File: src/hw/qhecd_pkg.sv
// package: field layout and encodings of the queue-head capability words
package qhecd_pkg;
    // capabilities word field positions
    localparam int QHECD_MULT_HI = 31;
    localparam int QHECD_MULT_LO = 30;
    localparam int QHECD_PORT_HI = 29;
    localparam int QHECD_PORT_LO = 23;
    localparam int QHECD_HUB_HI = 22;
    localparam int QHECD_HUB_LO = 16;
    localparam int QHECD_CMASK_HI = 15;
    localparam int QHECD_CMASK_LO = 8;
    localparam int QHECD_SMASK_HI = 7;
    localparam int QHECD_SMASK_LO = 0;
    // characteristics word speed field
    localparam int QHECD_EPS_HI = 13;
    localparam int QHECD_EPS_LO = 12;
    localparam int QHECD_WORD_W = 32;
    localparam int QHECD_ADDR_W = 7;
    localparam int QHECD_MASK_W = 8;
    localparam int QHECD_UFI_W = 3;
    localparam int QHECD_MULT_W = 2;

    typedef enum logic [1:0] {
        QHECD_SPD_FULL = 2'h0,
        QHECD_SPD_LOW = 2'h1,
        QHECD_SPD_HIGH = 2'h2,
        QHECD_SPD_RSVD = 2'h3
    } qhecd_speed_t;

    typedef enum logic [1:0] {
        QHECD_TX_NONE = 2'h0,
        QHECD_TX_PID = 2'h1,
        QHECD_TX_SSPLIT = 2'h2,
        QHECD_TX_CSPLIT = 2'h3
    } qhecd_txkind_t;

    localparam logic [QHECD_WORD_W-1:0] QHECD_WORD_RST = 32'h0000_0000;
    localparam logic [QHECD_MASK_W-1:0] QHECD_MASK_RST = 8'h00;

    // bit select of a micro-frame mask by the low frame index bits
    function automatic logic qhecd_mask_hit(input logic [7:0] mask, input logic [2:0] ufi);
        qhecd_mask_hit = mask[ufi];
    endfunction : qhecd_mask_hit
endpackage : qhecd_pkg

File: src/hw/qhecd_speed_dec.sv
// speed decoder for the endpoint speed field
`timescale 1ns/10ps
module qhecd_speed_dec (
    input wire logic [1:0] endpoint_speed_i,
    output logic split_o,
    output logic high_o,
    output logic rsvd_o
);
    import qhecd_pkg::*;
    always_comb begin
        split_o = (endpoint_speed_i == QHECD_SPD_FULL) || (endpoint_speed_i == QHECD_SPD_LOW); // RQ15
        high_o = (endpoint_speed_i == QHECD_SPD_HIGH); // RQ15
        rsvd_o = (endpoint_speed_i == QHECD_SPD_RSVD); // RQ15
    end
endmodule : qhecd_speed_dec

File: src/hw/qhecd_mask_sel.sv
// micro-frame mask selector
`timescale 1ns/10ps
module qhecd_mask_sel (
    input wire logic [7:0] smask_i,
    input wire logic [7:0] cmask_i,
    input wire logic [2:0] ufi_i,
    output logic s_hit_o,
    output logic c_hit_o,
    output logic s_nz_o,
    output logic c_nz_o
);
    import qhecd_pkg::*;
    always_comb begin
        s_hit_o = qhecd_mask_hit(smask_i, ufi_i); // RQ9
        c_hit_o = qhecd_mask_hit(cmask_i, ufi_i); // RQ7
        s_nz_o = |smask_i; // RQ10
        c_nz_o = |cmask_i;
    end
endmodule : qhecd_mask_sel

File: src/hw/qhecd_top.sv
// queue-head endpoint capability decode, top level
`timescale 1ns/10ps
// Contract
// RQ1 - multiplier field gives packets per micro-frame: one or two etc.
// RQ2 - software never programs multiplier zero; value is reserved.
// RQ3 - multiplier applied unchecked regardless of schedule or run-time state.
// RQ4 - hub port used for splits only when speed is full or low.
// RQ5 - hub address used for splits, ignored for high-speed endpoints.
// RQ6 - complete mask ignored unless full/low speed and periodic list.
// RQ7 - frame index low bits pick complete mask bit; with active, split state.
// RQ8 - software must not leave complete mask zero for periodic full/low.
// RQ9 - start mask indexed by frame index low bits for every speed.
// RQ10 - non-zero start mask marks the queue head as interrupt endpoint.
// RQ11 - software should clear start mask on asynchronous schedule queue heads.
// RQ12 - high-speed selected head takes transaction type from packet id code.
// RQ13 - non-zero start mask with full/low speed means interrupt split transaction.
// RQ14 - software must not put zero start mask heads in periodic list.
// RQ15 - speed field decodes full, low, high; fourth value reserved.
// RQ16 - characteristics and capabilities words are read only, never written back.
module qhecd_top (
    input wire logic clk_sys_i,
    input wire logic rst_n_i,
    input wire logic load_i,
    input wire logic [qhecd_pkg::QHECD_WORD_W-1:0] char_word_i,
    input wire logic [qhecd_pkg::QHECD_WORD_W-1:0] cap_word_i,
    input wire logic periodic_i,
    input wire logic active_i,
    input wire logic split_phase_state_i,
    input wire logic [1:0] packet_id_code_i,
    input wire logic [qhecd_pkg::QHECD_UFI_W-1:0] frame_index_counter_i,
    output logic [qhecd_pkg::QHECD_MULT_W-1:0] mult_o,
    output logic [qhecd_pkg::QHECD_ADDR_W-1:0] hub_port_o,
    output logic [qhecd_pkg::QHECD_ADDR_W-1:0] hub_addr_o,
    output logic split_o,
    output logic speed_rsvd_o,
    output logic interrupt_ep_o,
    output logic ss_candidate_o,
    output logic cs_candidate_o,
    output qhecd_pkg::qhecd_txkind_t tx_kind_o,
    output logic [1:0] tx_pid_o
);
    import qhecd_pkg::*;

    // ****************************************
    // state
    // ****************************************
    // only a copy of the capabilities word and the speed field is kept; nothing is ever written back to memory
    typedef struct packed {
        logic [QHECD_WORD_W-1:0] cap;
        logic [1:0] endpoint_speed;
        logic [1:0] mult;
        logic [QHECD_ADDR_W-1:0] port;
        logic [QHECD_ADDR_W-1:0] hub;
        logic split;
        logic rsvd;
        logic intr;
        logic ss;
        logic cs;
        qhecd_txkind_t kind;
        logic [1:0] pid;
    } qhecd_state_t;

    qhecd_state_t st_r;
    qhecd_state_t st_nxt;
    logic is_split;
    logic is_high;
    logic is_rsvd;
    logic s_hit;
    logic c_hit;
    logic s_nz;
    logic c_nz;
    logic cmask_valid;
    logic [QHECD_MULT_W-1:0] f_mult;
    logic [QHECD_ADDR_W-1:0] f_port;
    logic [QHECD_ADDR_W-1:0] f_hub;
    logic [QHECD_MASK_W-1:0] f_cmask;
    logic [QHECD_MASK_W-1:0] f_smask;
    logic [1:0] f_eps;
    logic [QHECD_ADDR_W-1:0] g_port;
    logic [QHECD_ADDR_W-1:0] g_hub;
    logic cs_hit;
    logic ss_high;
    logic ss_split;
    qhecd_txkind_t kind_sel;

    // ****************************************
    // reset image
    // ****************************************
    // every output but split_o and tx_pid_o reads zero until the first load has landed
    localparam qhecd_state_t QHECD_ST_RST = '{
        cap: QHECD_WORD_RST,
        endpoint_speed: 2'h0,
        mult: 2'h0,
        port: 7'h00,
        hub: 7'h00,
        split: 1'h0,
        rsvd: 1'h0,
        intr: 1'h0,
        ss: 1'h0,
        cs: 1'h0,
        kind: QHECD_TX_NONE,
        pid: 2'h0
    };

    // ****************************************
    // field cuts
    // ****************************************
    // each field is cut in one place, by the package positions
    function automatic logic [QHECD_MULT_W-1:0] qhecd_mult_of(
        input logic [QHECD_WORD_W-1:0] w
    );
        qhecd_mult_of = w[QHECD_MULT_HI:QHECD_MULT_LO];
    endfunction : qhecd_mult_of

    function automatic logic [QHECD_ADDR_W-1:0] qhecd_port_of(
        input logic [QHECD_WORD_W-1:0] w
    );
        qhecd_port_of = w[QHECD_PORT_HI:QHECD_PORT_LO];
    endfunction : qhecd_port_of

    function automatic logic [QHECD_ADDR_W-1:0] qhecd_hub_of(
        input logic [QHECD_WORD_W-1:0] w
    );
        qhecd_hub_of = w[QHECD_HUB_HI:QHECD_HUB_LO];
    endfunction : qhecd_hub_of

    function automatic logic [QHECD_MASK_W-1:0] qhecd_cmask_of(
        input logic [QHECD_WORD_W-1:0] w
    );
        qhecd_cmask_of = w[QHECD_CMASK_HI:QHECD_CMASK_LO];
    endfunction : qhecd_cmask_of

    function automatic logic [QHECD_MASK_W-1:0] qhecd_smask_of(
        input logic [QHECD_WORD_W-1:0] w
    );
        qhecd_smask_of = w[QHECD_SMASK_HI:QHECD_SMASK_LO];
    endfunction : qhecd_smask_of

    // speed sits in the characteristics word, not the capabilities word
    function automatic logic [1:0] qhecd_eps_of(
        input logic [QHECD_WORD_W-1:0] w
    );
        qhecd_eps_of = w[QHECD_EPS_HI:QHECD_EPS_LO];
    endfunction : qhecd_eps_of

    // ****************************************
    // helpers
    // ****************************************
    // hub fields mean nothing to a high-speed head; zeroed so stale bits never leak out
    function automatic logic [QHECD_ADDR_W-1:0] qhecd_gate_addr(
        input logic en,
        input logic [QHECD_ADDR_W-1:0] val
    );
        if (en) begin
            qhecd_gate_addr = val;
        end else begin
            qhecd_gate_addr = '0;
        end
    endfunction : qhecd_gate_addr

    // all conditions together; a zero mask is undefined, so it never qualifies
    function automatic logic qhecd_cs_ok(
        input logic valid,
        input logic nz,
        input logic hit,
        input logic act,
        input logic phase
    );
        qhecd_cs_ok = valid && nz && hit && act && phase;
    endfunction : qhecd_cs_ok

    // start split only for full/low heads that carry an interrupt schedule
    function automatic logic qhecd_ss_ok(
        input logic hit,
        input logic spl,
        input logic nz
    );
        qhecd_ss_ok = hit && spl && nz;
    endfunction : qhecd_ss_ok

    // complete split wins over a start-mask hit in the same micro-frame
    // limitation: a reserved speed never gets a start-side kind
    function automatic qhecd_txkind_t qhecd_pick_kind(
        input logic cs,
        input logic hs,
        input logic fs
    );
        qhecd_txkind_t k;
        k = QHECD_TX_NONE;
        if (cs) begin
            k = QHECD_TX_CSPLIT;
        end else if (hs) begin
            k = QHECD_TX_PID;
        end else if (fs) begin
            k = QHECD_TX_SSPLIT;
        end
        qhecd_pick_kind = k;
    endfunction : qhecd_pick_kind

    // ****************************************
    // fields of the stored words
    // ****************************************
    // the mask, hub and multiplier fields read the stored copy; the speed field is cut from the fetch bus at load
    assign f_mult = qhecd_mult_of(st_r.cap);
    assign f_port = qhecd_port_of(st_r.cap);
    assign f_hub = qhecd_hub_of(st_r.cap);
    assign f_cmask = qhecd_cmask_of(st_r.cap);
    assign f_smask = qhecd_smask_of(st_r.cap);
    assign f_eps = qhecd_eps_of(char_word_i);

    // ****************************************
    // hub fields
    // ****************************************
    // hub fields zeroed when not a split endpoint
    assign g_port = qhecd_gate_addr(is_split, f_port); // RQ4
    assign g_hub = qhecd_gate_addr(is_split, f_hub); // RQ5

    // ****************************************
    // micro-frame qualifiers
    // ****************************************
    // complete mask only meaningful for periodic full/low heads
    assign cmask_valid = is_split && periodic_i; // RQ6
    assign cs_hit = qhecd_cs_ok(cmask_valid, c_nz, c_hit, active_i, split_phase_state_i); // RQ7
    // high speed hands the transaction type to the packet id code
    assign ss_high = s_hit && is_high; // RQ12
    assign ss_split = qhecd_ss_ok(s_hit, is_split, s_nz); // RQ13
    assign kind_sel = qhecd_pick_kind(cs_hit, ss_high, ss_split);

    // ****************************************
    // decoders
    // ****************************************
    qhecd_speed_dec u_spd (
        .endpoint_speed_i(st_r.endpoint_speed),
        .split_o(is_split),
        .high_o(is_high),
        .rsvd_o(is_rsvd)
    );

    qhecd_mask_sel u_msk (
        .smask_i(f_smask),
        .cmask_i(f_cmask),
        .ufi_i(frame_index_counter_i),
        .s_hit_o(s_hit),
        .c_hit_o(c_hit),
        .s_nz_o(s_nz),
        .c_nz_o(c_nz)
    );

    // ****************************************
    // next state
    // ****************************************
    always_comb begin
        st_nxt = st_r;
        // capture only; the words in memory are never written back
        if (load_i) begin
            st_nxt.cap = cap_word_i; // RQ16
            st_nxt.endpoint_speed = f_eps;
        end

        // static decode of the stored words; multiplier passed through unchecked
        st_nxt.mult = f_mult; // RQ1 RQ3
        st_nxt.split = is_split;
        // a reserved speed is flagged and otherwise left alone
        st_nxt.rsvd = is_rsvd; // RQ15
        st_nxt.port = g_port; // RQ4
        st_nxt.hub = g_hub; // RQ5
        st_nxt.intr = s_nz; // RQ10

        // per micro-frame decisions, one edge behind their inputs
        st_nxt.ss = s_hit; // RQ9
        st_nxt.cs = cs_hit; // RQ7
        st_nxt.pid = packet_id_code_i; // RQ12
        st_nxt.kind = kind_sel; // RQ12 RQ13
    end

    // ****************************************
    // register
    // ****************************************
    // async clear loads the constant reset image only
    always_ff @(posedge clk_sys_i or negedge rst_n_i) begin
        if (!rst_n_i) begin
            st_r <= QHECD_ST_RST;
        end else begin
            st_r <= st_nxt;
        end
    end

    // ****************************************
    // outputs
    // ****************************************
    // every output comes straight from a flip-flop
    assign mult_o = st_r.mult;
    assign hub_port_o = st_r.port;
    assign hub_addr_o = st_r.hub;
    assign split_o = st_r.split;
    assign speed_rsvd_o = st_r.rsvd;
    assign interrupt_ep_o = st_r.intr;
    assign ss_candidate_o = st_r.ss;
    assign cs_candidate_o = st_r.cs;
    assign tx_kind_o = st_r.kind;
    assign tx_pid_o = st_r.pid;
endmodule : qhecd_top

File: config.mk
export PLATFORM = sky130hd
export DESIGN_NAME = qhecd_top
export DESIGN_NICKNAME = d
export VERILOG_FILES = /design/src/hw/qhecd_pkg.sv /design/src/hw/qhecd_speed_dec.sv /design/src/hw/qhecd_mask_sel.sv /design/src/hw/qhecd_top.sv
export SDC_FILE = /design/constraint.sdc
export NUM_CORES = 1
export LEC_CHECK = 0
export CAP_MARGIN = 20
export CORE_MARGIN = 8
export CORE_UTILIZATION = 25
export CTS_CLUSTER_SIZE = 28
export DETAILED_ROUTE_END_ITERATION = 6
export DONT_BUFFER_PORTS = 1
export GPL_TIMING_DRIVEN = 0
export SETUP_SLACK_MARGIN = 0.15
export SLEW_MARGIN = 20
export SYNTH_ARGS = -nofsm -noshare
export SYNTH_HDL_FRONTEND = slang
export SYNTH_SLANG_ARGS = --single-unit
File: constraint.sdc
create_clock -name clk_sys_i -period 2.7 [get_ports clk_sys_i]
set_input_delay 0.135 -clock clk_sys_i [delete_from_list [all_inputs] [get_ports clk_sys_i]]
set_output_delay 0.135 -clock clk_sys_i [all_outputs]
set_load 0.02 [all_outputs]
* Word-level counts from Yosys, hierarchy flattened
Index checks and enable logic that the tools add are counted.
** Operators by class
- Reduce and logical (&&, ||, !) cells :: 12
- Equal/unequal tests :: 3
- Multiplexer cells :: 9
- Magnitude comparators :: 1
** Operator list (count)
- 8-bit OR reduction :: 2
- 7-bit 2-to-1 mux :: 2
- 1-bit logical AND :: 8
- 1-bit binary-select mux with 3-bit select :: 2
- 2-bit 2-to-1 mux :: 3
- 2-bit == test, second input constant :: 2
- 3-bit by 4-bit less-than comparator with 1-bit output, second input constant :: 1
- 2-bit by 1-bit == test with 1-bit output, second input constant :: 1
- 2-bit zero test :: 1
- 1-bit 2-to-1 mux :: 2
- 1-bit logical OR :: 1
** Word-level totals
- Word-level logic and storage cells :: 37
- Register bits after elaboration :: 59
- Input bits :: 75
- Output and inout bits :: 25

* Logic depth before layout (Yosys ltp)
Gate-level depths: netlist of run 1.
- Depth after elaboration :: 8
- Mapped depth :: 4
- Mapped depth without buffers :: 3

* Hierarchy
From an unflattened synthesis of run 1, not the netlist that was laid out.
** Second synthesis, totals
- Cell total of the unflattened synthesis :: 154
- Area, all modules :: 2501.1 µm²
** By module, submodules not included
- qhecd_top :: cells each 139, seq. area each 1476.4 µm², times used 1, area each 2321.0 µm²
- qhecd_mask_sel :: cells each 12, seq. area each 0.0 µm², times used 1, area each 160.2 µm²
- qhecd_speed_dec :: cells each 3, seq. area each 0.0 µm², times used 1, area each 20.0 µm²

* Least setup slack after synthesis of run 1
No wires, ideal clock.
- Kind :: flip-flop to flip-flop
- Start :: register st_r (netlist bit f_smask[3])
- End :: register st_r (netlist bit tx_kind_o[1])
- Path buffers :: 0
- Library setup time :: 0.135 ns
- Arrival :: 1.152 ns
- Setup slack :: 1.413 ns
- Stages on the path, launching flop included :: 4
- Data required time :: 2.565 ns
- Period minus slack after synthesis :: 1.287 ns
- Path through :: dfrtp_1 -> mux4_1 -> mux2i_1 -> o22ai_1
** On the way
- Word-level cells in the longest chain between the ends :: 7
- Elaborated cells between the ends (all ways) :: 9
- Those cells by class :: 5 x mux; 4 x reduce/logical
** RTL lines
- start: declaration :: RTL line qhecd_top.sv:63 : qhecd_state_t st_r;
- start signal: assignment :: RTL line qhecd_top.sv:284 : st_r <= st_nxt;
- 1-bit binary-select mux with 3-bit select :: RTL line qhecd_pkg.sv:42 : qhecd_mask_hit = mask[ufi];
- 1-bit 2-to-1 mux (not written as such) :: RTL line qhecd_pkg.sv:42
- 1-bit logical AND (2 in series) :: RTL line qhecd_top.sv:178 : qhecd_ss_ok = hit && spl && nz;
- 2-bit 2-to-1 mux :: RTL line qhecd_top.sv:194 : end else if (fs) begin
- 2-bit 2-to-1 mux * :: RTL line qhecd_top.sv:192 : end else if (hs) begin
- 2-bit 2-to-1 mux * :: RTL line qhecd_top.sv:190 : if (cs) begin
- via kind_sel[1] :: RTL line qhecd_top.sv:84 : qhecd_txkind_t kind_sel;
Mark *: on every way through the listed nets, which the timed path passes. The rest lies on a longest branch. The select of a mux whose other input is x is not followed.
A chain may end at the register's enable or synchronous reset.

* Worst setup path after layout of run 1
Ends and elaborated chain as after synthesis.

==> flow_metrics.tcl, run 1 <==
set metrics [dict create \
    fin_tns_setup_ps 0 \
    syn_nets 231 \
    final_nets 280 \
    cts_tree "built" \
    p_leak_uw 0.001354 \
    root_buffer "clkbuf_8" \
    wl_mm 5.133 \
    period_minus_slack_ps 1509 \
    path_class "flip-flop to flip-flop" \
    required_ps 2890 \
    grt_usage 0.08858 \
    syn2layout_area_growth_pct 32.10 \
    pre_cts_slack_ps 1167 \
    ys_seq_elements 59 \
    path_buf_inv 0 \
    hold_end "cs_candidate_o" \
    multi_input_area_um2 666.9 \
    htree_num_levels 3 \
    first_global_vias 1555 \
    cts_inserted_buffers 9 \
    fin_worst_skew_ps 6.036 \
    max_slew_margin 0.6874 \
    worstPathCellList "mux4_1, mux2i_1, o22ai_1" \
    vdd_drop_max_mv 0.1891 \
    worst-path-max-fanout 3 \
    syn_inst 156 \
    ff_latch_area_um2 1476 \
    die_height_um 112.6 \
    tightest_slew_ps 468.9 \
    placement_rows 35 \
    synth_compound_area_frac 0.01501 \
    grt_max_degree 60 \
    final-hold-violation-count 0 \
    syn_area_um2 2335 \
    clk-insertion-delay-late_ps 330 \
    synth_top_family_by_area "multiplexers" \
    hold_path_depth 2 \
    slew_violations 0 \
    grt_pass1_wl_mm 8.473 \
    die-area_um2 12690 \
    powerDensity_nw_per_um2 699.7 \
    regToRegSetupSlack_ps 1190 \
    status "finished, final reports clean" \
    reg2reg_depth 3 \
    drt_iter0_drc 37 \
    hold_class "input pin to flip-flop" \
    synth.distinct_cells 20 \
    synth-simple-area-share 0.05949 \
    synth.avg_cell_area_um2 14.97 \
    cpPeakStageDelay_ps 510 \
    vias 1334 \
    setup_viol 0 \
    hpwl_mm 3.526 \
    synth_mux_area_frac 0.2111 \
    end_kind "flip-flop" \
    route.detailed.wl_per_inst_um 15.99 \
    reg2reg_from "f_smask[3]" \
    cts_buffer_depth 2 \
    ios 100 \
    arrival_ps 1700 \
    drc_errors 0 \
    core-area_um2 9153 \
    hold_path_startpoint "frame_index_counter_i[2]" \
    clk_pin_slew_worst_paths_ps 60 \
    start_util 0.2551 \
    synth_area_leaders "dfrtp_1 63%, mux2_2 16%, buf_4 6.4%" \
    synthXorXnorAreaFrac 0 \
    fillers 892 \
    fin_crit_sh 0.5588 \
    ctsResizeCount 0 \
    drive_above_1_share 0.3619 \
    clock-sinks 59 \
    yosysTopAreaCell "dfrtp_1" \
    synth_warnings 0 \
    critPathSlowestCell "mux4_1" \
    num_antenna_cells 0 \
    max_freq_mhz 662.8 \
    crit_family "multiplexers" \
    startpoint_type "flip-flop" \
    rsz0062_at_grt "no" \
    gp_congestion 0.6733 \
    antenna_found_initial 0 \
    synthAdderAreaFrac 0 \
    io_buffers 0 \
    synth-seq-area-share 0.6324 \
    cap_violations 0 \
    postRouteAntennaNets 0 \
    r2r_end "tx_kind_o[1]" \
    drtPass1Iterations 2 \
    die-width_um 112.6 \
    viasPerCell 4.156 \
    grt_overflow_total 0 \
    synth_top_area_frac 0.6324 \
    worst_slack_ps 1191 \
]
-- worst max-delay path by stage --
stage                     slack, ps  startpoint  cells after the start           end
after floorplan                1410  f_smask[3]                      3  tx_kind_o[1]
after global placement         1180  f_smask[3]                      3  tx_kind_o[1]
after detailed placement       1170  f_smask[3]                      3  tx_kind_o[1]
after CTS                      1150  f_smask[3]                      3  tx_kind_o[1]
after global routing           1050  f_smask[2]                      3  tx_kind_o[1]
final                          1190  f_smask[3]                      3  tx_kind_o[1]
-- cells in the mapped netlist --
cell type,number
o32ai_1,1
nor4_1,4
nor2b_1,14
o21ai_0,1
and2_1,1
mux2i_1,5
inv_1,2
mux4_1,1
dfrtp_1,59
mux2_2,33
buf_4,20
nor2_1,1
nand4b_1,1
a21o_1,2
clkbuf_1,2
o22ai_1,1
buf_2,3
mux4_2,2
nand2_1,2
buf_6,1
-- layout by cell type, fill, tap and decap left out, types with 2 or more instances in the layout --
master / instances
dfrtp_1: 59
dlygate4sd3_1: 37
mux2_2: 33
buf_4: 20
nor2b_1: 14
clkbuf_8: 12
mux2i_1: 5
nor4_1: 4
buf_2: 3
clkbuf_1: 2
mux4_2: 2
a21o_1: 2
inv_1: 2
nand2_1: 2
clkinv_2: 2
-- routing by layer --
metal,GRT usage,vias to the layer above,wire length [µm]
met2,0.1333,48,2459
met1,0.1032,671,2193
li1,-,610,-
met4,0.03507,0,52
met5,0,-,0
met3,0.04777,5,427
-- through the flow --
step	hold slack, ps	util	cells	power (µW)	area (µm²)
floorplan	-160.6	-	156	1220	2335
global placement	-158.3	0.2703	267	1261	2474
detailed placement	-158.5	0.2703	267	1267	2474
CTS	73.39	0.3370	321	2216	3084
global route	74.72	0.3370	321	2281	3084
finish	99.57	0.3370	321	2158	3084
-- flip-flops by register name, indices dropped and copies added, names as in the netlist --
signal and cells:
f_cmask 8, f_smask 8, f_hub 7, f_port 7
hub_addr_o 7, hub_port_o 7, f_mult 2, mult_o 2
st_r 2, tx_kind_o 2, tx_pid_o 2, cs_candidate_o 1
interrupt_ep_o 1, speed_rsvd_o 1, split_o 1, ss_candidate_o 1
-- logic make-up (layout without fill, tap and decap cells) --
kind of cell           Yosys count  after routing
flip-flops                      59             59
AO/OA/AOI/OAI                    5              5
AND/OR/NAND/NOR                 23             23
buffers and inverters           28             82
multiplexers                    41             41
-- layout make-up --
cell class,count,area share
multi-input cells,69,0.2162
flip-flops and latches,59,0.4787
well taps,111,0.04503
repair buffers,38,0.1290
clock inverters,4,0.01542
clock buffers,12,0.05355
plain buffers,26,0.05963
inverters,2,0.002434
-- worst reg2reg max path, cell delays in order (launching register included) --
cell and delay, ps:
dfrtp_1 390, mux4_1 510, mux2i_1 330, o22ai_1 150
-- repair_timing --
| action | 4_1_cts | 5_1_grt |
|---|---|---|
| endpoints found under the hold margin | 95 | 0 |
| setup endpoints to repair | 0 | 0 |
| hold buffers | 38 | 0 |
| setup buffers | 0 | 0 |
-- power by group --
group / internal [µW] / switching (µW) / total, µW / leakage [µW]
sequential: 970 / 53.9 / 1020 / 0.000707
clock: 499 / 352 / 850 / 0.000108
combinational: 157 / 126 / 283 / 0.000538
total: 1630 / 532 / 2160 / 0.00135
(Power assumes the default switching activity.)
==> inputs of run 2 (changes only) <==
==> constraint.sdc (replaced) <==
create_clock -name clk_sys_i -period 1.3 [get_ports clk_sys_i]
set_input_delay 0.065 -clock clk_sys_i [delete_from_list [all_inputs] [get_ports clk_sys_i]]
set_output_delay 0.065 -clock clk_sys_i [all_outputs]
set_load 0.02 [all_outputs]
==> flow_metrics.tcl, run 2 (synthesis gave the netlist of run 1 again) <==
set metrics [dict create \
    die_height_um 112.6 \
    grt_usage 0.08477 \
    powerDensity_nw_per_um2 1416 \
    path_class "flip-flop to flip-flop" \
    final_util 0.3368 \
    worst_slack_ps -23.09 \
    die-width_um 112.6 \
    vias 1313 \
    fillers 890 \
    tightest_slew_ps 430.7 \
    antenna_found_initial 0 \
    max_freq_mhz 755.8 \
    syn2layout_area_growth_pct 32.05 \
    slew_violations 0 \
    num_antenna_cells 0 \
    p_int_uw 3243 \
    fin_tns_setup_ps -35.95 \
    vdd_drop_max_mv 0.6297 \
    clk_pin_slew_worst_paths_ps 70 \
    drtPass1Iterations 5 \
    placement_rows 35 \
    arrival_ps 1540 \
    cts_buffer_depth 2 \
    swShare 0.2570 \
    rsz0062_at_grt "yes" \
    cts_hold_buf 37 \
    clk-insertion-delay-late_ps 330 \
    start_util 0.2551 \
    grt_busiest_layer "met2" \
    period_minus_slack_ps 1323 \
    route.detailed.wl_per_inst_um 15.33 \
    cts_inserted_buffers 9 \
    reg2reg_depth 3 \
    final_cells 321 \
    fin_worst_skew_ps 8.186 \
    cts_tree "built" \
    postRouteAntennaNets 0 \
    hpwl_mm 3.526 \
    final-hold-violation-count 59 \
    violations "negative hold slack, negative setup slack" \
    worst-path-max-fanout 3 \
    layout_common_cells "58 x dfrtp_1, 37 x dlygate4sd3_1, 33 x mux2_2" \
    final_nets 280 \
    grt_pass1_wl_mm 8.059 \
    first_global_vias 1496 \
    wl_mm 4.922 \
    power_uw 4365 \
    max_slew_margin 0.7128 \
    drt_iter0_drc 21 \
    end_kind "flip-flop" \
    setup_viol 2 \
    ff_latch_area_um2 1478 \
    p_leak_uw 0.001334 \
    layout_commonest_cell "dfrtp_1" \
    holdWs_ps -580.5 \
    cap_violations 0 \
    clock-sinks 59 \
    drc_errors 0 \
    grt_overflow_total 0 \
    grt_max_degree 60 \
    power_frac_comb 0.132 \
    post-place-cells 267 \
    core-area_um2 9153 \
    die-area_um2 12690 \
    gp_congestion 0.7089 \
    drive_above_1_share 0.3952 \
    root_buffer "clkbuf_8" \
    multi_input_area_um2 695.7 \
    required_ps 1510 \
    grtUsageMet3 0.05904 \
    viasPerCell 4.090 \
    met1_usage 0.09722 \
    startpoint_type "flip-flop" \
    use_met2 0.1213 \
    io_buffers 0 \
    switchingPower_uw 1122 \
    htree_num_levels 3 \
    pwr-share-seq 0.488 \
    p_clk_frac 0.381 \
    status "complete, but fails checks" \
    ios 100 \
    fin_crit_sh 1.018 \
    hold_class "input pin to async pin" \
]
-- run 2: final timing paths --
check / from / to / slack (ps)
max: f_smask[0] / tx_kind_o[0] / -20
min: rst_n_i / f_mult[1] / -580
min in group clk_sys_i: frame_index_counter_i[2] / cs_candidate_o / 50
max reg2reg: f_smask[0] / tx_kind_o[0] / -20
max in group asynchronous: rst_n_i / interrupt_ep_o / 1780
min reg2reg: f_mult[1] / mult_o[1] / 380
-- run 2: per-stage QoR --
step	area [µm²]	worst slack, ps
after floorplan	2331	45.72
after global placement	2470	-106.1
after detailed placement	2470	-89.45
after CTS	3063	-3.924
after global routing	3083	-76.68
final	3083	-23.09
-- run 2: area by class of cell --
cell class              instances  share of cell area
multi-input cells              69              0.2256
inverters                       2            0.002435
clock buffers                   9             0.04018
well taps                     111             0.04505
flip-flops and latches         59              0.4793
plain buffers                  26             0.06007
clock inverters                 7             0.02476
repair buffers                 38              0.1226
-- run 2: power groups by stage --
stage / Sequential, µW / Combinational [µW] / Clock (µW)
after floorplan: 2130 / 408 / 0
after global placement: 2160 / 454 / 0
after detailed placement: 2170 / 460 / 0
after CTS: 2130 / 573 / 1740
after global routing: 2150 / 619 / 1830
final: 2130 / 574 / 1660
-- run 2: worst max-delay path, cell delays in order (launching register included) --
cell and delay [ps]:
dfrtp_1 400, mux4_2 490, mux2i_4 220, o32ai_2 100
-- run 2: layer usage --
| layer | wire (µm) | part of all wire | vias up |
|---|---|---|---|
| li1 | - | - | 615 |
| met1 | 2175 | 0.44 | 636 |
| met2 | 2177 | 0.44 | 55 |
| met3 | 512 | 0.10 | 7 |
| met4 | 57 | 0.012 | 0 |
| met5 | 0 | 0 | - |
-- run 2: timing repair --
action / 4_1_cts / 5_1_grt
endpoints found under the hold margin: 96 / 59
buffers inserted: 1 / 0
endpoints found under the setup margin: 14 / 4
pin swaps: 1 / 2
resized for setup: 4 / 3
